--- src/ccsp_cfg.svh ---
`ifndef CCSP_CFG_SVH
`define CCSP_CFG_SVH

`define CCSP_ADDR_W            12
`define CCSP_OFF_CFG_ONE       12'h004
`define CCSP_CFG_RESET         32'h0000_0000
`define CCSP_CFG_WMASK         32'h073f_47f3

`define CCSP_SYS_SEL_LSB       0
`define CCSP_SYS_STS_LSB       2
`define CCSP_BUS_DIV_LSB       4
`define CCSP_PER_DIV_LSB       8
`define CCSP_CONV_DIV_BIT      14
`define CCSP_LOOP_SRC_BIT      16
`define CCSP_LOOP_EXT_BIT      17
`define CCSP_LOOP_MUL_LSB      18
`define CCSP_CLK_OUT_LSB       24

`define CCSP_SRC_RC            2'h0
`define CCSP_SRC_EXT           2'h1
`define CCSP_SRC_LOOP          2'h2

`define CCSP_OUT_NONE          3'h0
`define CCSP_OUT_RC14          3'h3
`define CCSP_OUT_SYS           3'h4
`define CCSP_OUT_RC            3'h5
`define CCSP_OUT_EXT           3'h6

`define CCSP_SWITCH_CYCLES     2'h2
`define CCSP_LOOP_MUL_MAX      5'h10

`define CCSP_RESP_OKAY         2'h0
`define CCSP_RESP_SLVERR       2'h2

`endif

--- src/ccsp_pkg.sv ---
package ccsp_pkg;

   typedef enum logic [2:0] {
      CCSP_SW_IDLE  = 3'b001,
      CCSP_SW_DRAIN = 3'b010,
      CCSP_SW_TAKE  = 3'b100
   } ccsp_sw_state_t;

   typedef struct packed {
      logic [3:0] div_log2;
      logic [4:0] mul_factor;
   } ccsp_decode_t;

endpackage

--- src/ccsp_div_if.sv ---
`timescale 1ns/1ps

interface ccsp_div_if;
   logic [3:0] bus_code;
   logic [2:0] per_code;
   logic [3:0] mul_code;
   logic [3:0] bus_log2;
   logic [3:0] per_log2;
   logic [4:0] mul_factor;

   modport dec (input bus_code, per_code, mul_code, output bus_log2, per_log2, mul_factor);
   modport use_ (output bus_code, per_code, mul_code, input bus_log2, per_log2, mul_factor);
endinterface

--- src/ccsp_div_decode.sv ---
`timescale 1ns/1ps
`include "ccsp_cfg.svh"

module ccsp_div_decode (
   ccsp_div_if.dec dif
);

   always_comb begin
      if (!dif.bus_code[3]) begin
         dif.bus_log2 = 4'h0;
      end else if (!dif.bus_code[2]) begin
         dif.bus_log2 = {2'h0, dif.bus_code[1:0]} + 4'h1;
      end else begin
         dif.bus_log2 = {2'h0, dif.bus_code[1:0]} + 4'h6;
      end
      if (!dif.per_code[2]) begin
         dif.per_log2 = 4'h0;
      end else begin
         dif.per_log2 = {2'h0, dif.per_code[1:0]} + 4'h1;
      end
      if (dif.mul_code >= 4'he) begin
         dif.mul_factor = `CCSP_LOOP_MUL_MAX;
      end else begin
         dif.mul_factor = {1'b0, dif.mul_code} + 5'h02;
      end
   end

endmodule // ccsp_div_decode

--- src/ccsp_clock_config.sv ---
`timescale 1ns/1ps
`include "ccsp_cfg.svh"
// Operation
// - select codes 00 rc, 01 external, 10 loop; 11 reserved
// - status field shows source really in use; never 11
// - bus divider: top bit 0 none; 1000-1011 /2..16; 1100-1111 /64..512
// - peripheral divider: top bit 0 none; 100-111 divide by 2,4,8,16
// - loop source bit changes only while loop disabled
// - loop fed by rc/2 when bit 0, prescaled external when 1
// - multiplier code n gives n+2; 1110 and 1111 give 16
// - multiplier writable only while loop disabled
// - clock out: 000 none, 011 rc14, 100 sys, 101 rc, 110 ext
// - zero wait normally, one or two during a clock switch
// - every field reads zero after reset
// - word, half and byte access; writes touch addressed lanes only
// - bit 17 mirrors external loop prescale bit of config two
// - loop enable cleared on low-power entry, even while feeding system; clear request refused while loop in use

module ccsp_clock_config (
   input  wire logic                    clk_sys_i,
   input  wire logic                    rst_b_i,
   input  wire logic [`CCSP_ADDR_W-1:0] s_axi_awaddr,
   input  wire logic                    s_axi_awvalid,
   output logic                         s_axi_awready,
   input  wire logic [31:0]             s_axi_wdata,
   input  wire logic [3:0]              s_axi_wstrb,
   input  wire logic                    s_axi_wvalid,
   output logic                         s_axi_wready,
   output logic [1:0]                   s_axi_bresp,
   output logic                         s_axi_bvalid,
   input  wire logic                    s_axi_bready,
   input  wire logic [`CCSP_ADDR_W-1:0] s_axi_araddr,
   input  wire logic                    s_axi_arvalid,
   output logic                         s_axi_arready,
   output logic [31:0]                  s_axi_rdata,
   output logic [1:0]                   s_axi_rresp,
   output logic                         s_axi_rvalid,
   input  wire logic                    s_axi_rready,
   input  wire logic                    lowpower_wake_i,
   input  wire logic                    lowpower_entry_i,
   input  wire logic                    ext_clock_fail_i,
   input  wire logic                    clock_security_en_i,
   input  wire logic                    loop_enable_set_i,
   input  wire logic                    loop_enable_clr_i,
   input  wire logic                    cfg_two_ext_write_i,
   input  wire logic                    cfg_two_ext_data_i,
   output logic                         loop_enable_o,
   output logic                         loop_ext_prescale_o,
   output logic [1:0]                   sys_source_o,
   output logic [3:0]                   bus_div_log2_o,
   output logic [3:0]                   periph_div_log2_o,
   output logic                         loop_source_o,
   output logic [4:0]                   loop_mul_factor_o,
   output logic [2:0]                   clock_out_select_o,
   output logic                         converter_div_o
);

   ////////////////////////////////////////////////////////////////////////////////
   // state

   typedef struct packed {
      logic                        aw_held;
      logic [`CCSP_ADDR_W-1:0]     aw_addr;
      logic                        w_held;
      logic [31:0]                 w_data;
      logic [3:0]                  w_strb;
      logic                        bvalid;
      logic [1:0]                  bresp;
      logic                        ar_held;
      logic [`CCSP_ADDR_W-1:0]     ar_addr;
      logic                        rvalid;
      logic [31:0]                 rdata;
      logic [1:0]                  rresp;
      logic [1:0]                  sel;
      logic [1:0]                  sts;
      logic [3:0]                  bus_div;
      logic [2:0]                  per_div;
      logic                        conv_div;
      logic                        loop_src;
      logic                        loop_ext;
      logic [3:0]                  loop_mul;
      logic [2:0]                  out_sel;
      logic                        loop_en;
      ccsp_pkg::ccsp_sw_state_t    sw_state;
      logic [1:0]                  sw_target;
      logic [1:0]                  sw_count;
      logic [3:0]                  bus_log2;
      logic [3:0]                  per_log2;
      logic [4:0]                  mul_factor;
      logic [2:0]                  out_code;
   } ccsp_state_t;

   ccsp_state_t st;
   ccsp_state_t next_st;

   ccsp_div_if dif ();

   ccsp_div_decode u_decode (
      .dif (dif.dec)
   );

   assign dif.bus_code = st.bus_div;
   assign dif.per_code = st.per_div;
   assign dif.mul_code = st.loop_mul;

   ////////////////////////////////////////////////////////////////////////////////
   // read image

   logic [31:0] cfg_image;

   always_comb begin
      cfg_image = 32'h0000_0000;
      cfg_image[`CCSP_SYS_SEL_LSB +: 2]  = st.sel;
      cfg_image[`CCSP_SYS_STS_LSB +: 2]  = st.sts;
      cfg_image[`CCSP_BUS_DIV_LSB +: 4]  = st.bus_div;
      cfg_image[`CCSP_PER_DIV_LSB +: 3]  = st.per_div;
      cfg_image[`CCSP_CONV_DIV_BIT]      = st.conv_div;
      cfg_image[`CCSP_LOOP_SRC_BIT]      = st.loop_src;
      cfg_image[`CCSP_LOOP_EXT_BIT]      = st.loop_ext;
      cfg_image[`CCSP_LOOP_MUL_LSB +: 4] = st.loop_mul;
      cfg_image[`CCSP_CLK_OUT_LSB +: 3]  = st.out_sel;
   end

   ////////////////////////////////////////////////////////////////////////////////
   // next state

   logic [31:0] lane_mask;
   logic [31:0] merged;
   logic        do_write;
   logic        hit_w;
   logic        force_rc;
   logic        switching;
   logic        loop_in_use;

   always_comb begin
      next_st   = st;
      lane_mask = 32'h0000_0000;
      merged    = cfg_image;
      do_write  = 1'b0;
      hit_w     = 1'b0;
      // secured failure only matters while external feeds the system clock, directly or through the loop
      force_rc  = lowpower_wake_i
                | (ext_clock_fail_i & clock_security_en_i
                   & ((st.sts == `CCSP_SRC_EXT)
                      | (st.sts == `CCSP_SRC_LOOP & st.loop_src)));
      switching = (st.sw_state != ccsp_pkg::CCSP_SW_IDLE);
      loop_in_use = (st.sel == `CCSP_SRC_LOOP) | (st.sts == `CCSP_SRC_LOOP)
                  | (switching & st.sw_target == `CCSP_SRC_LOOP);

      // write channel capture, either order
      if (s_axi_awvalid && s_axi_awready) begin
         next_st.aw_held = 1'b1;
         next_st.aw_addr = s_axi_awaddr;
      end
      if (s_axi_wvalid && s_axi_wready) begin
         next_st.w_held = 1'b1;
         next_st.w_data = s_axi_wdata;
         next_st.w_strb = s_axi_wstrb;
      end
      // writes stall while a switch is under way
      if (st.aw_held && st.w_held && !st.bvalid && !switching) begin
         do_write        = 1'b1;
         hit_w           = (st.aw_addr[`CCSP_ADDR_W-1:2] == 10'(`CCSP_OFF_CFG_ONE >> 2));
         next_st.aw_held = 1'b0;
         next_st.w_held  = 1'b0;
         next_st.bvalid  = 1'b1;
         next_st.bresp   = hit_w ? `CCSP_RESP_OKAY : `CCSP_RESP_SLVERR;
      end
      if (st.bvalid && s_axi_bready) begin
         next_st.bvalid = 1'b0;
      end

      if (do_write && hit_w) begin
         for (int i = 0; i < 4; i++) begin
            lane_mask[i*8 +: 8] = {8{st.w_strb[i]}};
         end
         lane_mask = lane_mask & `CCSP_CFG_WMASK;
         merged    = (cfg_image & ~lane_mask) | (st.w_data & lane_mask);
         next_st.sel      = merged[`CCSP_SYS_SEL_LSB +: 2];
         next_st.bus_div  = merged[`CCSP_BUS_DIV_LSB +: 4];
         next_st.per_div  = merged[`CCSP_PER_DIV_LSB +: 3];
         next_st.conv_div = merged[`CCSP_CONV_DIV_BIT];
         next_st.loop_ext = merged[`CCSP_LOOP_EXT_BIT];
         next_st.out_sel  = merged[`CCSP_CLK_OUT_LSB +: 3];
         if (!st.loop_en) begin
            next_st.loop_src = merged[`CCSP_LOOP_SRC_BIT];
            next_st.loop_mul = merged[`CCSP_LOOP_MUL_LSB +: 4];
         end
      end
      if (cfg_two_ext_write_i) begin
         next_st.loop_ext = cfg_two_ext_data_i;
      end

      // reserved select code keeps the current source
      if (next_st.sel == 2'h3) begin
         next_st.sel = st.sel;
      end
      if (force_rc) begin
         next_st.sel = `CCSP_SRC_RC;
      end

      // loop enable from the control register side
      if (loop_enable_set_i) begin
         next_st.loop_en = 1'b1;
      end
      if (loop_enable_clr_i && !loop_in_use) begin
         next_st.loop_en = 1'b0;
      end
      if (lowpower_entry_i) begin
         next_st.loop_en = 1'b0;
      end

      // drain old source, then take the new one before status moves
      unique case (st.sw_state)
         ccsp_pkg::CCSP_SW_IDLE: begin
            if (next_st.sel != st.sts) begin
               next_st.sw_state  = ccsp_pkg::CCSP_SW_DRAIN;
               next_st.sw_target = next_st.sel;
               next_st.sw_count  = 2'h1;
            end
         end
         ccsp_pkg::CCSP_SW_DRAIN: begin
            if (st.sw_count == `CCSP_SWITCH_CYCLES - 2'h1) begin
               next_st.sw_state = ccsp_pkg::CCSP_SW_TAKE;
            end else begin
               next_st.sw_count = st.sw_count + 2'h1;
            end
         end
         ccsp_pkg::CCSP_SW_TAKE: begin
            next_st.sts      = st.sw_target;
            next_st.sw_state = ccsp_pkg::CCSP_SW_IDLE;
         end
         default: begin
            next_st.sw_state = ccsp_pkg::CCSP_SW_IDLE;
         end
      endcase

      // read path, held off during a switch
      if (s_axi_arvalid && s_axi_arready) begin
         next_st.ar_held = 1'b1;
         next_st.ar_addr = s_axi_araddr;
      end
      if (st.ar_held && !st.rvalid && !switching) begin
         next_st.ar_held = 1'b0;
         next_st.rvalid  = 1'b1;
         if (st.ar_addr[`CCSP_ADDR_W-1:2] == 10'(`CCSP_OFF_CFG_ONE >> 2)) begin
            next_st.rdata = cfg_image;
            next_st.rresp = `CCSP_RESP_OKAY;
         end else begin
            next_st.rdata = 32'h0000_0000;
            next_st.rresp = `CCSP_RESP_SLVERR;
         end
      end
      if (st.rvalid && s_axi_rready) begin
         next_st.rvalid = 1'b0;
      end

      next_st.bus_log2   = dif.bus_log2;
      next_st.per_log2   = dif.per_log2;
      next_st.mul_factor = dif.mul_factor;
      // reserved codes drive no clock; registered so the pin comes from a flop
      if (st.out_sel == 3'h1 || st.out_sel == 3'h2 || st.out_sel == 3'h7) begin
         next_st.out_code = `CCSP_OUT_NONE;
      end else begin
         next_st.out_code = st.out_sel;
      end
   end

   always_ff @(posedge clk_sys_i) begin
      if (!rst_b_i) begin
         st          <= '0;
         st.sw_state <= ccsp_pkg::CCSP_SW_IDLE;
         st.mul_factor <= 5'h02;
      end else begin
         st <= next_st;
      end
   end

   ////////////////////////////////////////////////////////////////////////////////
   // outputs

   assign s_axi_awready       = !st.aw_held;
   assign s_axi_wready        = !st.w_held;
   assign s_axi_bvalid        = st.bvalid;
   assign s_axi_bresp         = st.bresp;
   assign s_axi_arready       = !st.ar_held;
   assign s_axi_rvalid        = st.rvalid;
   assign s_axi_rdata         = st.rdata;
   assign s_axi_rresp         = st.rresp;
   assign loop_enable_o       = st.loop_en;
   assign loop_ext_prescale_o = st.loop_ext;
   assign sys_source_o        = st.sts;
   assign bus_div_log2_o      = st.bus_log2;
   assign periph_div_log2_o   = st.per_log2;
   assign loop_source_o       = st.loop_src;
   assign loop_mul_factor_o   = st.mul_factor;
   assign clock_out_select_o  = st.out_code;
   assign converter_div_o     = st.conv_div;

endmodule // ccsp_clock_config

--- config.mk ---
export PLATFORM = sky130hd
export DESIGN_NAME = ccsp_clock_config
export DESIGN_NICKNAME = d
export VERILOG_FILES = /design/src/ccsp_pkg.sv /design/src/ccsp_div_if.sv /design/src/ccsp_div_decode.sv /design/src/ccsp_clock_config.sv
export VERILOG_INCLUDE_DIRS = /design/src /design/src/src
export SDC_FILE = /design/constraint.sdc
export NUM_CORES = 1
export LEC_CHECK = 0
export ABC_AREA = 1
export BUFFER_PORTS_ARGS = -buffer_cell sky130_fd_sc_hd__buf_2
export CAP_MARGIN = 15
export CORE_MARGIN = 8
export CORE_UTILIZATION = 30
export CTS_CLUSTER_DIAMETER = 120
export DETAILED_ROUTE_END_ITERATION = 8
export GPL_TIMING_DRIVEN = 1
export PLACE_DENSITY = 0.47
export SYNTH_ARGS = -nofsm -noshare
export SYNTH_HDL_FRONTEND = slang
export SYNTH_SLANG_ARGS = --single-unit
--- constraint.sdc ---
create_clock -name clk_sys_i -period 3.1 [get_ports clk_sys_i]
set_clock_uncertainty 0.15 [all_clocks]
set_input_delay 0 -clock clk_sys_i [delete_from_list [all_inputs] [get_ports clk_sys_i]]
set_output_delay 0 -clock clk_sys_i [all_outputs]
set_load 0.03 [all_outputs]
==> impl_metrics.json <==
{
  "min_path_type": "primary input to flop",
  "synth-seq-cells": 115,
  "critical_path.slowest_cell": "clkinvlp_4",
  "peakVddDrop_mv": 0.3715,
  "crit_buf_inv": 4,
  "grt_max_degree": 64,
  "antenna_found_initial": 0,
  "synth_area_leaders": "dfxtp_1 49%, buf_4 8.6%, nor2_1 8.6%",
  "setup.worst_path.start": "rst_b_i",
  "fin_cells": 970,
  "initial_core_util_pct": 30.24,
  "grt_overflow": 0,
  "place_ws_ns": 0.7647,
  "holdWs_ns": 0.1595,
  "crit_type": "primary input to flop",
  "drv_slew": 0,
  "avgSynthCellArea_um2": 7.862,
  "synth_edf_count": 0,
  "cts_root_buffer": "clkbuf_16",
  "worst_pin_slew_ns": 0.7259,
  "power_density_mw_per_mm2": 639.0,
  "dp.cells": 860,
  "end_kind": "flop",
  "worstPathCellList": "dlygate4sd3_1 -> buf_2 -> clkinvlp_4 -> a2111oi_0 -> dlygate4sd3_1",
  "synth_top_area_share_pct": 48.81,
  "finalWeightedCongestion": 0.7541,
  "rsz0062_at_grt": "no",
  "synth_most_common_cell": "dfxtp_1",
  "grt_pass1_wl_mm": 20.25,
  "yosys_warnings": 0,
  "start_kind": "primary input",
  "setup_tns_ns": 0,
  "outcome": "finished, final reports clean",
  "holdCritStartpoint": "s_axi_bready",
  "leakage_nw": 2.888,
  "vias": 4117,
  "maxCapViolations": 0,
  "total_power_mw": 4.164,
  "min_period_ns": 2.685,
  "path_clk_slew_ns": 0.05,
  "cp.required_ns": 3.30,
  "clock_latency_ns": 0.41,
  "hpwlAfterDp_mm": 8.253,
  "ys.flop_type": "dfxtp_1",
  "num_rows": 46,
  "register_area_mm2": 0.002302,
  "die-area_mm2": 0.01999,
  "core_mm2": 0.01560,
  "nNetsFinal": 820,
  "busiest_layer": "met2",
  "die_h_um": 141.4,
  "totalWireLength_mm": 12.08,
  "use_met2_pct": 22.01,
  "yosys-top-cells-count": "115 x dfxtp_1, 108 x nor2_1, 69 x o21ai_0, 57 x inv_1, 54 x buf_4",
  "async_flop_share_pct": 0,
  "io_pins": 138,
  "cts_tree": "yes",
  "min_period_over_period_pct": 86.62,
  "cts-buffers-inserted": 17,
  "clk_path_buf_depth": 2,
  "grtUsageMet1_pct": 14.23,
  "clkSinkCount": 115,
  "antennaDiodeCount": 0,
  "area_growth_pct": 38.17,
  "multi_input_comb_area_mm2": 0.001734,
  "n_fill_cell": 1590,
  "crit_path_max_fanout": 36,
  "wire_per_inst_um": 12.45,
  "r2r-start": "st[132]$_SDFFE_PP0P_",
  "grt_pass1_vias": 4316,
  "worst_slack_ns": 0.4147,
  "setup_violations": 0,
  "viasPerCell": 4.244,
  "synth_area_mm2": 0.004717,
  "use_met3_pct": 3.495,
  "max_freq_ghz": 0.3724,
  "synth_largest_area_cell": "dfxtp_1",
  "ant_nets": 0,
  "worstPathArrival_ns": 2.88,
  "cts_max_level": 4,
  "hold_viol": 0,
  "seq_area_frac_synth_pct": 48.81,
  "synth_cell_type_count": 34,
  "port_buffers": 106,
  "drc": 0,
  "reg2reg_slack_ns": 0.53,
  "dieWidth_um": 141.4,
  "final_layout_size_suffix_gt1_share_pct": 20.29,
  "cpPeakStageDelay_ns": 0.70,
  "drt_first_pass_iters": 4,
  "cpMostUsedCell": "dlygate4sd3_1",
  "crit_family": "buffers and inverters",
  "globalRouteTotalUtil_pct": 12.70,
  "drtIter0Drc": 160,
  "max_slew_margin_pct": 51.31,
  "postSynthCellCount": 600
}
==> where the power goes <==
part / switching, mW / internal (mW)
registers: 0.0396 / 1.55
clock network: 0.658 / 1.47
logic: 0.261 / 0.185
==> layout make-up <==
type	instances	area share (%)
inverter	61	3.571
timing repair buffer	187	20.46
clock buffer	23	7.180
sequential	115	35.32
tap	216	4.147
multi-input combinational	359	26.61
clock inverter	9	2.707
==> stage by stage <==
step / utilization [%] / cell area (µm²)
6_report: 41.79 / 6518
5_1_grt: 41.79 / 6518
4_1_cts: 41.76 / 6514
3_5_place_dp: 32.62 / 5089
3_3_place_gp: 32.62 / 5089
2_1_floorplan: - / 4766
==> worst paths after layout <==
kind	cells after the start	end
setup / recovery	5	loop_enable_o$_SDFFE_PP0P_
hold reg to reg	2	st[90]$_SDFFE_PN0P_
setup reg to reg	6	st[125]$_SDFFE_PN0P_
hold / removal	3	s_axi_bvalid$_SDFFE_PP0N_
==> worst min-delay path, stage by stage <==
cell	delay, ns
dlygate4sd3_1	0.52
buf_2	0.10
a21oi_1	0.05
==> what timing repair did <==
action | CTS | global route
setup buffers | 0 | 0
hold buffers | 78 | 0
endpoints found under the setup margin | 0 | 1
hold endpoints to repair | 65 | 0
resized for setup | 0 | 1
==> cells in the final DEF (no fill, tap or decap), drive strengths merged, types with 2 or more instances in the layout <==
cell / count
o21ai: 73
a21oi: 38
inv: 59
o31ai: 18
clkinv: 4
nor4: 2
or2: 2
clkbuf: 23
bufinv: 5
nor3: 6
ha: 4
a211oi: 2
dfxtp: 115
conb: 14
nor2: 112
nand3: 36
dlygate4sd3: 78
nand2: 47
buf: 109
clkinvlp: 2
==> routing by layer <==
metal  wire length [µm]  vias up
met3                650       17
met4                219        0
met1               5398     1832
met5                  0        -
li1                   -     2177
met2               5806       91
==> cells by family after synthesis <==
kind of cell               after synthesis  synth area share, %
adders and majority gates                4                1.061
DFF                                    115                48.81
xor gates and xnor gates                 1               0.1857
and+or+nand+nor                        206                18.83
other                                    1              0.07950
AOI/OAI and AO/OA                      134                15.57
buffers and inverters                  139                15.46
(Power assumes the default switching activity.)
